<file path="src/rtl/adcrc_pkg.sv">
package adcrc_pkg;
   // register map of the plain register port
   localparam logic [2:0] ADDR_CHAN_REF_SEL = 3'h0;
   localparam logic [2:0] ADDR_CONTROL      = 3'h1;
   localparam logic [2:0] ADDR_RESULT_LOW   = 3'h2;
   localparam logic [2:0] ADDR_RESULT_HIGH  = 3'h3;
   localparam logic [2:0] ADDR_STATUS       = 3'h4;

   // channel_reference_select fields
   localparam int REF_SEL_MSB = 7;
   localparam int REF_SEL_LSB = 6;
   localparam int LEFT_ALIGN_BIT = 5;
   localparam logic [7:0] CHAN_REF_SEL_RESET = 8'h00;

   // control register fields
   localparam int CTL_ENABLE_BIT = 7;
   localparam int CTL_START_BIT  = 6;
   localparam int CTL_DONE_BIT   = 4;
   localparam int CTL_IRQ_EN_BIT = 3;
   localparam int CTL_DIFF_BIT   = 2;

   // reference selector codes
   localparam logic [1:0] REF_EXT_PIN  = 2'h0;
   localparam logic [1:0] REF_SUPPLY   = 2'h1;
   localparam logic [1:0] REF_RESERVED = 2'h2;
   localparam logic [1:0] REF_INT_2V56 = 2'h3;

   // result codes
   localparam logic [9:0] SE_MAX   = 10'h3FF;
   localparam logic [9:0] DIFF_MAX = 10'h1FF;
   localparam logic [9:0] DIFF_MIN = 10'h200;
   localparam logic [11:0] SE_FULL = 12'h400;

   // conversion time in system clocks
   localparam int CONV_TIME_NS = 104;
   localparam int CLK_PERIOD_NS = 8;
   localparam logic [7:0] CONV_CYCLES = 8'((CONV_TIME_NS + CLK_PERIOD_NS - 1) / CLK_PERIOD_NS);

   typedef enum logic [2:0] {
      ADCRC_IDLE = 3'b001,
      ADCRC_CONV = 3'b010,
      ADCRC_DONE = 3'b100
   } adcrc_state_e;
endpackage : adcrc_pkg

</file>
<file path="src/rtl/adcrc_format.sv">
`timescale 1ns/10ps
module adcrc_format (
   // clock and reset
   input  wire logic       i_clk_sys,
   input  wire logic       i_rst,
   // raw sample and mode
   input  wire logic [11:0] i_sample,
   input  wire logic       i_diff,
   // coded result
   output logic [9:0]      o_code
);
   logic [9:0] code_d;
   logic [9:0] code_q;

   // sample is signed 12-bit for differential, unsigned for single ended
   always_comb begin
      if (i_diff) begin
         if ($signed(i_sample) > $signed({2'h0, adcrc_pkg::DIFF_MAX})) begin
            code_d = adcrc_pkg::DIFF_MAX;
         end else if ($signed(i_sample) < $signed({2'h3, adcrc_pkg::DIFF_MIN})) begin
            code_d = adcrc_pkg::DIFF_MIN;
         end else begin
            code_d = i_sample[9:0];
         end
      end else if (i_sample >= adcrc_pkg::SE_FULL) begin
         code_d = adcrc_pkg::SE_MAX;
      end else begin
         code_d = i_sample[9:0];
      end
   end

   always_ff @(posedge i_clk_sys) begin
      if (i_rst) begin
         code_q <= 10'h000;
      end else begin
         code_q <= code_d;
      end
   end

   assign o_code = code_q;

   diff_sign_a: assert property (@(posedge i_clk_sys) disable iff (i_rst)
      i_diff |=> o_code[9] == $past(i_sample[11]))
      else $error("sign bit wrong");
   se_clip_a: assert property (@(posedge i_clk_sys) disable iff (i_rst)
      (!i_diff && i_sample >= adcrc_pkg::SE_FULL) |=> o_code == adcrc_pkg::SE_MAX)
      else $error("single ended overrange wrapped");
endmodule // adcrc_format

</file>
<file path="src/rtl/adcrc_top.sv">
// The plain strobed port and the placing of the registers were chosen for this implementation.
`timescale 1ns/10ps
module adcrc_top (
   // clock and reset
   input  wire logic        i_clk_sys,
   input  wire logic        i_rst,
   // register port
   input  wire logic [2:0]  i_addr,
   input  wire logic [7:0]  i_wdata,
   input  wire logic        i_wr,
   input  wire logic        i_rd,
   output logic [7:0]       o_rdata,
   // cpu sleep controller
   input  wire logic        i_cpu_halted,
   input  wire logic        i_sleep_adc_mode,
   input  wire logic        i_irq_ack,
   // analog front end
   input  wire logic [11:0] i_sample,
   output logic [1:0]       o_ref_active,
   output logic             o_conv_busy,
   output logic             o_analog_power,
   // interrupt request to cpu
   output logic             o_irq
);
   typedef struct packed {
      adcrc_pkg::adcrc_state_e state;
      logic [7:0] chan_ref_sel;
      logic [1:0] ref_active;
      logic       enable;
      logic       irq_en;
      logic       diff;
      logic       done;
      logic [7:0] count;
      logic [9:0] result;
      logic       sleep_armed;
      logic [7:0] rdata;
      logic       irq;
      logic       busy;
   } adcrc_state_s;

   adcrc_state_s s_q;
   adcrc_state_s s_d;
   logic [9:0]   code;
   logic [7:0]   res_low;
   logic [7:0]   res_high;
   logic         wr_ctl;
   logic         start_sw;
   logic         start_sleep;
   logic [11:0]  sample_q1;
   logic [11:0]  sample_q2;

   // analog code arrives asynchronously; two stages before use
   always_ff @(posedge i_clk_sys) begin
      if (i_rst) begin
         sample_q1 <= 12'h000;
         sample_q2 <= 12'h000;
      end else begin
         sample_q1 <= i_sample;
         sample_q2 <= sample_q1;
      end
   end

   adcrc_format u_format (
      .i_clk_sys (i_clk_sys),
      .i_rst     (i_rst),
      .i_sample  (sample_q2),
      .i_diff    (s_q.diff),
      .o_code    (code)
   );

   // presentation is combinational from the stored result
   always_comb begin
      if (s_q.chan_ref_sel[adcrc_pkg::LEFT_ALIGN_BIT]) begin
         res_high = s_q.result[9:2];
         res_low  = {s_q.result[1:0], 6'h00};
      end else begin
         res_high = {6'h00, s_q.result[9:8]};
         res_low  = s_q.result[7:0];
      end
   end

   assign wr_ctl = i_wr && (i_addr == adcrc_pkg::ADDR_CONTROL);
   assign start_sw = wr_ctl && i_wdata[adcrc_pkg::CTL_START_BIT]
                     && (s_q.enable || i_wdata[adcrc_pkg::CTL_ENABLE_BIT]);
   // sleep start needs enabled, idle, irq enabled, adc sleep mode
   assign start_sleep = s_q.sleep_armed && i_cpu_halted;

   always_comb begin
      s_d = s_q;
      s_d.rdata = 8'h00;
      if (i_wr) begin
         unique case (i_addr)
            adcrc_pkg::ADDR_CHAN_REF_SEL: s_d.chan_ref_sel = i_wdata;
            adcrc_pkg::ADDR_CONTROL: begin
               s_d.enable = i_wdata[adcrc_pkg::CTL_ENABLE_BIT];
               s_d.irq_en = i_wdata[adcrc_pkg::CTL_IRQ_EN_BIT];
               s_d.diff   = i_wdata[adcrc_pkg::CTL_DIFF_BIT];
               if (i_wdata[adcrc_pkg::CTL_DONE_BIT]) begin
                  s_d.done = 1'b0;
               end
            end
            default: begin
            end
         endcase
      end
      if (i_irq_ack) begin
         s_d.done = 1'b0;
      end
      if (i_rd) begin
         unique case (i_addr)
            adcrc_pkg::ADDR_CHAN_REF_SEL: s_d.rdata = s_q.chan_ref_sel;
            adcrc_pkg::ADDR_CONTROL: s_d.rdata = {s_q.enable, (s_q.state != adcrc_pkg::ADCRC_IDLE), 1'b0,
                                                  s_q.done, s_q.irq_en, s_q.diff, 2'h0};
            adcrc_pkg::ADDR_RESULT_LOW: s_d.rdata = res_low;
            adcrc_pkg::ADDR_RESULT_HIGH: s_d.rdata = res_high;
            adcrc_pkg::ADDR_STATUS: s_d.rdata = {6'h00, s_q.ref_active};
            default: s_d.rdata = 8'h00;
         endcase
      end
      // arm on sleep entry into adc sleep mode only
      s_d.sleep_armed = i_sleep_adc_mode && s_q.enable && s_q.irq_en
                        && (s_q.state == adcrc_pkg::ADCRC_IDLE) && !i_cpu_halted;
      unique case (s_q.state)
         adcrc_pkg::ADCRC_IDLE: begin
            // selector tracks the register while idle
            s_d.ref_active = s_q.chan_ref_sel[adcrc_pkg::REF_SEL_MSB:adcrc_pkg::REF_SEL_LSB];
            if (start_sw || (start_sleep && s_q.enable)) begin
               s_d.state = adcrc_pkg::ADCRC_CONV;
               s_d.count = adcrc_pkg::CONV_CYCLES;
               s_d.sleep_armed = 1'b0;
            end
         end
         adcrc_pkg::ADCRC_CONV: begin
            // selector frozen here
            s_d.count = s_q.count - 8'h01;
            if (!s_d.enable) begin
               s_d.state = adcrc_pkg::ADCRC_IDLE;
            end else if (s_q.count == 8'h01) begin
               s_d.state = adcrc_pkg::ADCRC_DONE;
            end
         end
         adcrc_pkg::ADCRC_DONE: begin
            s_d.result = code;
            s_d.done = 1'b1;
            s_d.ref_active = s_q.chan_ref_sel[adcrc_pkg::REF_SEL_MSB:adcrc_pkg::REF_SEL_LSB];
            s_d.state = adcrc_pkg::ADCRC_IDLE;
         end
         default: s_d.state = adcrc_pkg::ADCRC_IDLE;
      endcase
      // request stands while flag and enable are high, irrespective of wake source
      s_d.irq = s_d.done && s_d.irq_en;
      // busy kept as its own flop so the output is not a decode
      s_d.busy = (s_d.state != adcrc_pkg::ADCRC_IDLE);
   end

   always_ff @(posedge i_clk_sys) begin
      if (i_rst) begin
         s_q.state        <= adcrc_pkg::ADCRC_IDLE;
         s_q.chan_ref_sel <= adcrc_pkg::CHAN_REF_SEL_RESET;
         s_q.ref_active   <= adcrc_pkg::REF_EXT_PIN;
         s_q.enable       <= 1'b0;
         s_q.irq_en       <= 1'b0;
         s_q.diff         <= 1'b0;
         s_q.done         <= 1'b0;
         s_q.count        <= 8'h00;
         s_q.result       <= 10'h000;
         s_q.sleep_armed  <= 1'b0;
         s_q.rdata        <= 8'h00;
         s_q.irq          <= 1'b0;
         s_q.busy         <= 1'b0;
      end else begin
         s_q <= s_d;
      end
   end

   // the done state overrides a same-cycle clear so no completion is lost
   assign o_rdata        = s_q.rdata;
   assign o_ref_active   = s_q.ref_active;
   assign o_conv_busy    = s_q.busy;
   // power follows the enable only; sleep does not drop it
   assign o_analog_power = s_q.enable;
   assign o_irq          = s_q.irq;

   ref_frozen_a: assert property (@(posedge i_clk_sys) disable iff (i_rst)
      (s_q.state == adcrc_pkg::ADCRC_CONV) |=> $stable(s_q.ref_active))
      else $error("reference moved mid conversion");
   done_sets_a: assert property (@(posedge i_clk_sys) disable iff (i_rst)
      (s_q.state == adcrc_pkg::ADCRC_DONE) |=> s_q.done && s_q.result == $past(code))
      else $error("done not set");
   sleep_start_a: assert property (@(posedge i_clk_sys) disable iff (i_rst)
      (start_sleep && s_q.state == adcrc_pkg::ADCRC_IDLE && s_q.enable) |=> o_conv_busy)
      else $error("sleep start missed");
   irq_raise_a: assert property (@(posedge i_clk_sys) disable iff (i_rst)
      (s_q.state == adcrc_pkg::ADCRC_DONE && s_q.irq_en && !i_wr) |=> o_irq)
      else $error("irq not raised");
   align_left_a: assert property (@(posedge i_clk_sys) disable iff (i_rst)
      (i_rd && i_addr == adcrc_pkg::ADDR_RESULT_HIGH && s_q.chan_ref_sel[5])
      |=> o_rdata == $past(s_q.result[9:2]))
      else $error("left align high byte wrong");
   align_right_a: assert property (@(posedge i_clk_sys) disable iff (i_rst)
      (i_rd && i_addr == adcrc_pkg::ADDR_RESULT_HIGH && !s_q.chan_ref_sel[5]) |=> o_rdata[7:2] == 6'h00)
      else $error("right align high byte wrong");
   power_hold_a: assert property (@(posedge i_clk_sys) disable iff (i_rst)
      o_analog_power == s_q.enable)
      else $error("power dropped");
   conv_len_a: assert property (@(posedge i_clk_sys) disable iff (i_rst)
      ($rose(o_conv_busy) && s_q.count == adcrc_pkg::CONV_CYCLES) |-> ##13 s_q.state != adcrc_pkg::ADCRC_CONV)
      else $error("conversion too long");
   irq_level_a: assert property (@(posedge i_clk_sys) disable iff (i_rst)
      o_irq == (s_q.done && s_q.irq_en))
      else $error("irq not following flag");
   rdata_quiet_a: assert property (@(posedge i_clk_sys) disable iff (i_rst)
      !i_rd |=> o_rdata == 8'h00)
      else $error("read data without read");
   ref_track_a: assert property (@(posedge i_clk_sys) disable iff (i_rst)
      (s_q.state == adcrc_pkg::ADCRC_IDLE)
      |=> o_ref_active == $past(s_q.chan_ref_sel[adcrc_pkg::REF_SEL_MSB:adcrc_pkg::REF_SEL_LSB]))
      else $error("idle reference not tracking");
   busy_state_a: assert property (@(posedge i_clk_sys) disable iff (i_rst)
      o_conv_busy == (s_q.state != adcrc_pkg::ADCRC_IDLE))
      else $error("busy disagrees with state");

   sleep_conv_c: cover property (@(posedge i_clk_sys) start_sleep ##[1:20] o_irq);
   sw_conv_c: cover property (@(posedge i_clk_sys) start_sw ##[1:20] s_q.done);
   ref_defer_c: cover property (@(posedge i_clk_sys) (s_q.state == adcrc_pkg::ADCRC_CONV) && i_wr
                                && i_addr == adcrc_pkg::ADDR_CHAN_REF_SEL);
   diff_conv_c: cover property (@(posedge i_clk_sys) s_q.diff && s_q.state == adcrc_pkg::ADCRC_DONE);
endmodule // adcrc_top

</file>
<file path="config.mk">
export PLATFORM = sky130hd
export DESIGN_NAME = adcrc_top
export DESIGN_NICKNAME = d
export VERILOG_FILES = /design/src/rtl/adcrc_pkg.sv /design/src/rtl/adcrc_format.sv /design/src/rtl/adcrc_top.sv
export SDC_FILE = /design/constraint.sdc
export NUM_CORES = 1
export LEC_CHECK = 0
export ABC_AREA = 0
export BUFFER_PORTS_ARGS = -buffer_cell sky130_fd_sc_hd__buf_4
export CORE_ASPECT_RATIO = 1.4
export CORE_UTILIZATION = 63
export CTS_BUF_LIST = sky130_fd_sc_hd__clkbuf_4
export CTS_CLUSTER_DIAMETER = 60
export DETAILED_ROUTE_END_ITERATION = 16
export PLACE_DENSITY = 0.86
export REMOVE_ABC_BUFFERS = 1
export SLEW_MARGIN = 20
export SYNTH_ARGS = -nofsm -noshare
export SYNTH_HDL_FRONTEND = slang
export SYNTH_SLANG_ARGS = --single-unit
</file>
<file path="constraint.sdc">
create_clock -name i_clk_sys -period 3.2 [get_ports i_clk_sys]
set_input_delay 0.64 -clock i_clk_sys [delete_from_list [all_inputs] [get_ports i_clk_sys]]
set_output_delay 0.64 -clock i_clk_sys [all_outputs]
set_load 0.05 [all_outputs]
</file>
==> flow_summary.ini, run 1 <==
[sta]
finalCriticalPeriod_ps = 1739
fin_crit_sh_pct = 54.34
fin_worst_skew_ps = 11.66
tightestPinTransition_ps = 684.3
timing.slew.headroom_pct = 53.96
setup_viol = 0
slew_violations = 0
setup_tns_ps = 0
setup_ws_ps = 1461
rsz0062_at_grt = no
max_freq_mhz = 575.1
hold_viol = 0

[yosys]
ys.flop_type = dfxtp_1
synth.cell_area_sq_um = 3177
async_flop_share_pct = 0
synth-seq-cells = 80
seq_area_frac_synth_pct = 50.41
syn_avg_cell_area_sq_um = 9.129
synth_cells = 348
synth_warnings = 0
synth_edf_count = 0
yosysUniqueCellTypes = 43

[power]
ir_drop_mv = 0.3652
leakage_nw = 1.330
power.density_nw_per_um2 = 473.1

[clocking]
cts_made_buffers = 9
insertion_delay_ps = 430
post-cts-setup-buffers = 0
post_cts_resized = 0
root_buffer = clkbuf_4
cts.sinks = 80
clockBufferDepth = 2
cts_tree = built
clk_pin_slew_ps = 130
htree_levels = 3
hold_buffers = 0

[grt]
antenna_found_initial = 0
grt_start_max_net_pins = 72
grt_pass1_vias = 2250
gr-usage-all-layers_pct = 25.65
overflow = 0
grt_pass1_wl_um = 10020

[floorplanning]
die_area_sq_um = 5335
core_sq_um = 4842
std_cell_rows = 30
die_y_um = 86.02
die_x_um = 62.02
initial_core_util_pct = 65.61
design.portCount = 43

[worst_setup_path]
setup.worst_path.class = register to output pin
end_kind = output pin
cp_top_family = flip-flops
crit_slowest_cell = dfxtp_1
cp_max_fo = 6
crit_required_ps = 2560
path_cells = buf_4
critPathArrivalTime_ps = 1100
cpPeakStageDelay_ps = 440
worst-path-buf-inv = 1
crit_path_start_kind = register

[routing]
wl_per_cell_um = 13.49
drt_iter0_drc = 253
first_pass_iters = 4
vias = 2427
via_per_inst = 5.503
routed_wl_um = 5948
drc = 0
final_antenna_net_count = 0

[final_layout]
nNetsFinal = 404
drive_above_1_share_pct = 18.04
areaGrowthSynthToFinish_pct = 10.99
final_util_pct = 72.82
antennaDiodeCount = 0
num-fill-cells = 357

[job]
drv_cap = 0

[place]
portBuffers = 42
dp_hpwl_um = 4173
gp_congestion = 0.8724
dp_slack_ps = 1020

[hold_path]
min-delay-path-class = primary input to register

[run_status]
status = completed
## power breakdown
part / internal, W / total, W / switching [W]
Clock: 0.000166 / 0.000529 / 0.000363
Combinational: 0.0000485 / 0.000105 / 0.0000564
Sequential: 0.00102 / 0.00103 / 0.0000124
Total: 0.00124 / 0.00167 / 0.000431
## kinds of logic (layout without fill, tap and decap cells)
family	after synthesis	after routing	share of synthesized area [%]
flops	80	80	50.41
simple gates	138	138	22.45
xor+xnor	3	3	0.8272
compound gates	67	67	13.23
mux	17	17	5.356
fa+ha+maj	2	2	0.7876
buf+inv	41	70	6.932
## registers in the layout (all words and copies together), names as in the netlist
register,count
o_analog_power,1
o_conv_busy,1
o_irq,1
o_rdata,8
o_ref_active,2
s_q,33
sample_q1,12
sample_q2,12
u_format.o_code,10
## layout make-up
class,instances,area (sq um),share of cell area (%)
clock inverter,7,53.80,1.526
timing repair buffer,44,330.3,9.368
clock buffer,9,67.56,1.916
multi-input combinational,227,1355,38.43
inverter,10,37.54,1.065
sequential,80,1602,45.42
tap,64,80.08,2.271
## layer usage
layer | global-route usage [%] | wire length (um) | up-vias
met5 | 0 | 0 | -
met2 | 42.26 | 3078 | 58
met4 | 13.94 | 182 | 0
met3 | 6.787 | 211 | 19
met1 | 28.97 | 2475 | 1124
li1 | - | - | 1226
## placed cells by master, fill, tap and decap left out, types with 2 or more instances in the layout
cell type | netlist | final
dfxtp_1 | 80 | 80
nand2_1 | 45 | 45
buf_4 | 10 | 44
nor2_1 | 30 | 30
nor2b_1 | 26 | 26
a21oi_1 | 21 | 21
mux2i_1 | 17 | 17
o21ai_0 | 12 | 12
inv_1 | 10 | 10
nand3_1 | 9 | 9
clkbuf_4 | 0 | 9
nor3_1 | 8 | 8
a31oi_1 | 7 | 7
o21ai_1 | 5 | 5
o21a_1 | 4 | 4
nor3_2 | 4 | 4
a211oi_1 | 3 | 3
a222oi_1 | 3 | 3
inv_6 | 0 | 3
and2_1 | 2 | 2
nor3b_2 | 2 | 2
nor4_1 | 2 | 2
a21o_1 | 2 | 2
a41oi_1 | 2 | 2
a221oi_1 | 2 | 2
nand4b_1 | 2 | 2
xor2_1 | 2 | 2
o31ai_1 | 2 | 2
or3_1 | 2 | 2
ha_1 | 2 | 2
clkinvlp_4 | 0 | 2
## final timing paths
kind              slack (ps)            from        endpoint  depth (start not counted)
setup reg to reg        1630         s_q[23]         s_q[44]                          3
hold reg to reg          440    sample_q1[1]    sample_q2[1]                          1
hold / removal           410     i_sample[7]    sample_q1[7]                          2
setup / recovery        1460  o_analog_power  o_analog_power                          1
## synth_stat cells (2+ instances only)
| cell type | instances | area, sq um |
|---|---|---|
| buf_4 | 10 | 75.07 |
| nand2_1 | 45 | 168.9 |
| a211oi_1 | 3 | 22.52 |
| nor3_2 | 4 | 40.04 |
| buf_2 | 5 | 25.02 |
| nand4b_1 | 2 | 17.52 |
| and2_1 | 2 | 12.51 |
| ha_1 | 2 | 25.02 |
| or3_1 | 2 | 12.51 |
| nor4_1 | 2 | 12.51 |
| buf_6 | 3 | 33.78 |
| xor2_1 | 2 | 17.52 |
| a222oi_1 | 3 | 30.03 |
| nor3b_2 | 2 | 25.02 |
| nand3_1 | 9 | 45.04 |
| a221oi_1 | 2 | 17.52 |
| nor2_1 | 30 | 112.6 |
| clkbuf_1 | 10 | 37.54 |
| buf_1 | 3 | 11.26 |
| o21ai_0 | 12 | 60.06 |
| a21oi_1 | 21 | 105.1 |
| inv_1 | 10 | 37.54 |
| a21o_1 | 2 | 15.01 |
| nor2b_1 | 26 | 162.7 |
| a31oi_1 | 7 | 43.79 |
| dfxtp_1 | 80 | 1602 |
| o21ai_1 | 5 | 25.02 |
| o21a_1 | 4 | 30.03 |
| a41oi_1 | 2 | 17.52 |
| o31ai_1 | 2 | 15.01 |
| mux2i_1 | 17 | 170.2 |
| nor3_1 | 8 | 40.04 |
## through the flow
step / area, sq um / total power [W] / hold slack [ps] / std cells
after floorplan: 2994 / 0.001099 / 413.8 / 317
after global placement: 3405 / 0.001157 / 417.2 / 425
after detailed placement: 3405 / 0.001161 / 423.9 / 425
after CTS: 3526 / 0.001676 / 400.0 / 441
after global routing: 3526 / 0.001732 / 396.0 / 441
final: 3526 / 0.001668 / 412.0 / 441
Note: power is estimated with default switching activity, not from simulation.
==> run 2: changes to the inputs <==
--- a/config.mk
+++ b/config.mk
@@ -5,14 +5,14 @@
 export SDC_FILE = /design/constraint.sdc
 export NUM_CORES = 1
 export LEC_CHECK = 0
-export ABC_AREA = 0
+export ABC_AREA = 1
 export BUFFER_PORTS_ARGS = -buffer_cell sky130_fd_sc_hd__buf_4
 export CORE_ASPECT_RATIO = 1.4
-export CORE_UTILIZATION = 63
+export CORE_UTILIZATION = 59
 export CTS_BUF_LIST = sky130_fd_sc_hd__clkbuf_4
 export CTS_CLUSTER_DIAMETER = 60
 export DETAILED_ROUTE_END_ITERATION = 16
-export PLACE_DENSITY = 0.86
+export PLACE_DENSITY = 0.81
 export REMOVE_ABC_BUFFERS = 1
 export SLEW_MARGIN = 20
 export SYNTH_ARGS = -nofsm -noshare
==> constraint.sdc (replaced) <==
create_clock -name i_clk_sys -period 1.8 [get_ports i_clk_sys]
set_input_delay 0.36 -clock i_clk_sys [delete_from_list [all_inputs] [get_ports i_clk_sys]]
set_output_delay 0.36 -clock i_clk_sys [all_outputs]
set_load 0.05 [all_outputs]
==> run 2 against run 1 <==
Against the previous run: setup slack worse by 1200 ps; via count grew 11%; design area is 2.9% higher; non-clock buffer count rose by 3; routed wire length up 4.1%; clock skew up 6.3 ps; synthesized cell count rose by 18%; total power rose by 83%; clock power is 87% higher; largest cell class unchanged; largest power group unchanged.
==> flow_summary.ini, run 2 <==
[clocking]
cts_made_buffers = 9
cts_tree = built
post-cts-setup-buffers = 0
post_cts_resized = 0
insertion_delay_ps = 430
clk_pin_slew_ps = 150
root_buffer = clkbuf_4
cts.sinks = 80
htree_levels = 3
clockBufferDepth = 2
hold_buffers = 0

[job]
drv_cap = 0

[power]
pwr-share-clk_pct = 32.3
p_switching_w = 0.0008257
comb_power_share_pct = 7.3
internal_power_w = 0.002227
power.density_nw_per_um2 = 841.5
leakage_nw = 1.554
ir_drop_mv = 0.6082
swShare_pct = 27.05
power_frac_seq_pct = 60.4

[routing]
drt_iter0_drc = 189
vias = 2693
via_per_inst = 5.209
final_antenna_net_count = 0
routed_wl_um = 6189
wl_per_cell_um = 11.97
first_pass_iters = 4
drc = 0

[worst_setup_path]
end_kind = output pin
crit_slowest_cell = dfxtp_1
critPathArrivalTime_ps = 1130
path_cells = buf_4
worst-path-buf-inv = 1
cpPeakStageDelay_ps = 460
cp_max_fo = 6
setup.worst_path.class = register to output pin
cp_top_family = flip-flops
crit_path_start_kind = register
crit_required_ps = 1440

[yosys]
ys.flop_type = dfxtp_1
yosysTopAreaCell = dfxtp_1
synth.cell_area_sq_um = 3198
yosys.area.top_type_share_pct = 50.08
synth-seq-cells = 80
async_flop_share_pct = 0
yosysUniqueCellTypes = 31
seq_area_frac_synth_pct = 50.08
synth_warnings = 0
synth.area.top_cells = dfxtp_1 50%, inv_1 7.7%, o21ai_0 7.5%
synth_edf_count = 0
synth_cells = 411
syn_avg_cell_area_sq_um = 7.781
synth.most_common_cell = dfxtp_1
ys_top_cells_by_count = 80 x dfxtp_1, 66 x inv_1, 56 x nor2_1, 48 x o21ai_0, 37 x a21oi_1

[final_layout]
top_register = s_q
antennaDiodeCount = 0
areaGrowthSynthToFinish_pct = 13.42
largest_register_ffs = 33
layout_common_cells = 80 x dfxtp_1, 66 x inv_1, 56 x nor2_1
nNetsFinal = 478
reg.largest.list = s_q: 33 flops, sample_q1: 12 flops, sample_q2: 12 flops
stdcell_count = 517
final_util_pct = 69.79
drive_above_1_share_pct = 18.18
final_common_cell = dfxtp_1
design_area_sq_um = 3627

[grt]
gr-usage-all-layers_pct = 24.08
grt_pass1_vias = 2465
grt_pass1_wl_um = 10390
grt_start_max_net_pins = 37
antenna_found_initial = 0
overflow = 0

[place]
gp_congestion = 0.9040
dp_cells = 501
dp_hpwl_um = 4608
postPlaceCellArea_sq_um = 3497
portBuffers = 42

[floorplanning]
core_sq_um = 5197
die_x_um = 64.23
die_area_sq_um = 5723
initial_core_util_pct = 61.53
design.portCount = 43
std_cell_rows = 31
die_y_um = 89.11

[sta]
setup_tns_ps = 0
hold_ws_ps = 114.9
rsz0062_at_grt = no
hold_viol = 0
timing.slew.headroom_pct = 61.93
tightestPinTransition_ps = 569.9
max_freq_mhz = 671.1
slew_violations = 0
setup_viol = 0
finalCriticalPeriod_ps = 1490
fin_worst_skew_ps = 17.93
fin_crit_sh_pct = 82.79

[run_status]
status = completed

[hold_path]
min-delay-path-class = primary input to register
run 2: changes by cell type after synthesis, sizes merged, moves of 4 or more:
cell,before,now
nand3,9,27
nand2,45,39
nor2b,26,0
nor2,30,61
mux2i,17,0
o21a,4,0
a31oi,7,3
o21ai,17,49
buf,21,13
inv,10,68
a21oi,21,37
run 2: cell type report:
| type | instances | area (sq um) |
|---|---|---|
| fillers | 450 | 1570 |
| multi-input cells | 239 | 1201 |
| flip-flops and latches | 80 | 1602 |
| clock buffers | 9 | 67.56 |
| clock inverters | 7 | 62.56 |
| well taps | 66 | 82.58 |
| inverters | 69 | 259.0 |
| repair buffers | 47 | 352.8 |
run 2: path summary, 6_finish.rpt:
path / from / endpoint / slack [ps] / cells after the start
setup reg to reg: s_q[40] / o_rdata[7] / 400 / 5
hold / removal: i_sample[1] / sample_q1[1] / 110 / 3
hold reg to reg: sample_q1[10] / sample_q2[10] / 410 / 2
setup / recovery: o_analog_power / o_analog_power / 310 / 1
run 2: cell families after synthesis:
kind of cell	share of synthesized area [%]
AO/OA/AOI/OAI	15.96
buffers and inverters	12.36
AND/OR/NAND/NOR	20.81
adder cells (fa/ha/maj)	0.7823
flip-flops	50.08
run 2: per-layer routing:
metal	vias to the layer above	GRT usage (%)	share of wire [%]
li1	1372	-	-
met5	-	0	0
met2	75	42.84	52
met1	1221	25.44	39
met3	25	3.316	4.8
met4	0	19.80	4.5
run 2: power by group through the flow:
stage          combinational (W)  clock (W)  sequential (W)
2_1_floorplan           0.000106          0         0.00189
3_3_place_gp            0.000217          0         0.00188
3_5_place_dp            0.000222          0         0.00188
4_1_cts                 0.000223    0.00100         0.00184
5_1_grt                 0.000253    0.00109         0.00185
6_report                0.000223   0.000987         0.00184
run 2: through the flow:
step           setup slack [ps]  power [W]
6_report                  309.8   0.003052
5_1_grt                   236.8   0.003191
4_1_cts                   287.3   0.003068
3_5_place_dp              335.2   0.002104
3_3_place_gp              405.6   0.002097
2_1_floorplan             393.8   0.001992
run 2: tightest hold or removal path: stages:
cell and delay, ps:
buf_4 80, inv_1 30, nor2_1 60
==> run 3: changes to the inputs <==
--- a/config.mk
+++ b/config.mk
@@ -5,14 +5,14 @@
 export SDC_FILE = /design/constraint.sdc
 export NUM_CORES = 1
 export LEC_CHECK = 0
-export ABC_AREA = 1
+export ABC_AREA = 0
 export BUFFER_PORTS_ARGS = -buffer_cell sky130_fd_sc_hd__buf_4
 export CORE_ASPECT_RATIO = 1.4
-export CORE_UTILIZATION = 59
+export CORE_UTILIZATION = 53
 export CTS_BUF_LIST = sky130_fd_sc_hd__clkbuf_4
 export CTS_CLUSTER_DIAMETER = 60
 export DETAILED_ROUTE_END_ITERATION = 16
-export PLACE_DENSITY = 0.81
+export PLACE_DENSITY = 0.77
 export REMOVE_ABC_BUFFERS = 1
 export SLEW_MARGIN = 20
 export SYNTH_ARGS = -nofsm -noshare
==> constraint.sdc (replaced) <==
create_clock -name i_clk_sys -period 1.2 [get_ports i_clk_sys]
set_input_delay 0.24 -clock i_clk_sys [delete_from_list [all_inputs] [get_ports i_clk_sys]]
set_output_delay 0.24 -clock i_clk_sys [all_outputs]
set_load 0.05 [all_outputs]
==> run 3 against run 2 <==
Against the previous run: the flow now finishes with violations (setup timing); global-route usage grew 0.18 points; routed wire length is 12% higher; count of clock-buffer cells in the layout up 1; total power rose by 63%; worst hold slack got worse by 69 ps; design area increased by 16%; sequential power grew 49%; utilization rose by 2.8 points; via count decreased by 2.7%; clock power increased by 85%; clock skew about the same; critical endpoint is now s_q[44]; largest cell class unchanged.
==> flow_summary.ini, run 3 (same netlist as run 1, synthesis figures left out) <==
[grt]
grt_pass1_wl_um = 11140
overflow = 0
grt_pass1_vias = 2467
grt_start_max_net_pins = 31
gr-usage-all-layers_pct = 24.26
antenna_found_initial = 0

[clocking]
clk_pin_slew_ps = 140
insertion_delay_ps = 430
cts_tree = built
cts_made_buffers = 9
htree_levels = 3
root_buffer = clkbuf_4
clockBufferDepth = 2
cts.sinks = 80

[sta]
fin_crit_sh_pct = 105.9
fin_worst_skew_ps = 18.31
max_freq_mhz = 787.1
setup_ws_ps = -70.56
rsz0062_at_grt = yes
tightestPinTransition_ps = 364.1
slew_violations = 0
setup_viol = 10
hold_viol = 0
timing.slew.headroom_pct = 75.69
finalCriticalPeriod_ps = 1271

[final_layout]
areaGrowthSynthToFinish_pct = 33.01
drive_above_1_share_pct = 33.33
nNetsFinal = 450
largest_register_ffs = 33
final_util_pct = 72.58
layout_common_cells = 61 x dfxtp_1, 60 x buf_4, 44 x nand2_1
antennaDiodeCount = 0
top_register = s_q
final_common_cell = dfxtp_1
stdcell_count = 493
reg.largest.list = s_q: 33 flops, sample_q1: 12 flops, sample_q2: 12 flops

[worst_setup_path]
path_cells = o21a_1 > a32o_2 > and2_4 > a22o_1
cp_max_fo = 6
setup.worst_path.class = register to register
critPathArrivalTime_ps = 1590
cpPeakStageDelay_ps = 350
crit_required_ps = 1510
rr_worst_depth = 4
crit_path_start_kind = register
end_kind = register
crit_slowest_cell = dfxtp_2

[routing]
wl_per_cell_um = 14.09
first_pass_iters = 4
vias = 2621
routed_wl_um = 6946
via_per_inst = 5.316
drt_iter0_drc = 138
final_antenna_net_count = 0
drc = 0

[run_status]
status = complete, but fails checks
violations = setup timing

[hold_path]
hold_path_depth = 3
min-delay-path-class = primary input to register

[power]
leakage_nw = 1.632
ir_drop_mv = 0.8741
power.density_nw_per_um2 = 1176

[place]
dp_hpwl_um = 4616
dp_cells = 461
gp_congestion = 0.9475
portBuffers = 42

[floorplanning]
core_sq_um = 5822
std_cell_rows = 33
die_y_um = 93.61
die_x_um = 67.43
initial_core_util_pct = 54.57
die_area_sq_um = 6312
design.portCount = 43

[job]
drv_cap = 0
## run 3: cell count changes in the layout (fill, tap and decap cells not counted), moves of 15 or more
cell and delta:
o21ai_0 -40, a21oi_1 -17, mux2i_1 +16, nor2b_1 +26, inv_1 -56, dfxtp_2 +15
dfxtp_1 -19, nand3_1 -19, nor2_1 -26
## run 3: final timing paths
path	startpoint	to	slack, ps
min	i_wdata[5]	s_q[40]	50
min reg2reg	sample_q1[7]	sample_q2[7]	440
max	o_analog_power	s_q[44]	-70
max reg2reg	o_analog_power	s_q[44]	-70
## run 3: report_power, final
part	internal [W]	switching [W]	total, W	leakage (nW)
Combinational	0.000206	0.000187	0.000393	0.887
Sequential	0.00272	0.0000266	0.00274	0.662
Clock	0.000878	0.000954	0.00183	0.0832
Total	0.00380	0.00117	0.00497	1.63
## run 3: cell type report
| class | count | area, sq um |
|---|---|---|
| Clock buffer | 10 | 75.07 |
| Clock inverter | 6 | 92.59 |
| Fill cell | 406 | 1597 |
| Inverter | 10 | 37.54 |
| Multi-Input combinational cell | 227 | 1470 |
| Sequential cell | 80 | 1635 |
| Tap cell | 70 | 87.58 |
| Timing Repair Buffer | 90 | 827.0 |
## run 3: per-stage QoR
step	TNS [ps]	hold WS (ps)	worst slack [ps]	cell area, sq um	total power (W)
2_1_floorplan	-7876	309.1	-408.8	2994	0.002931
3_3_place_gp	-4409	417.0	-252.2	3650	0.003142
3_5_place_dp	-5381	420.4	-275.2	3650	0.003152
4_1_cts	-435.0	4.714	-103.8	4094	0.004991
5_1_grt	-1602	8.904	-126.1	4225	0.005181
6_report	-427.5	46.25	-70.56	4225	0.004968
## run 3: routing by layer
metal  vias to the layer above  global-route usage (%)  wire length [um]
li1                       1316                       -                 -
met1                      1220                   26.11              2706
met2                        74                   41.58              3777
met3                        11                   7.073               298
met4                         0                   12.59               163
met5                         -                       0                 0
## run 3: critical path: cells and delay by family (launching register included)
| family | cells | cell delay [ps] |
|---|---|---|
| AOI/OAI and AO/OA | 3 | 620 |
| DFF | 1 | 350 |
| and+or+nand+nor | 1 | 200 |
## run 3: what timing repair did
item                                    CTS  global route
pin swaps                                 8            11
hold buffers                             11             1
cloned                                    1             0
endpoints found under the setup margin   28            41
setup buffers                             3             0
endpoints found under the hold margin    11             1
gates resized for setup                  47            33
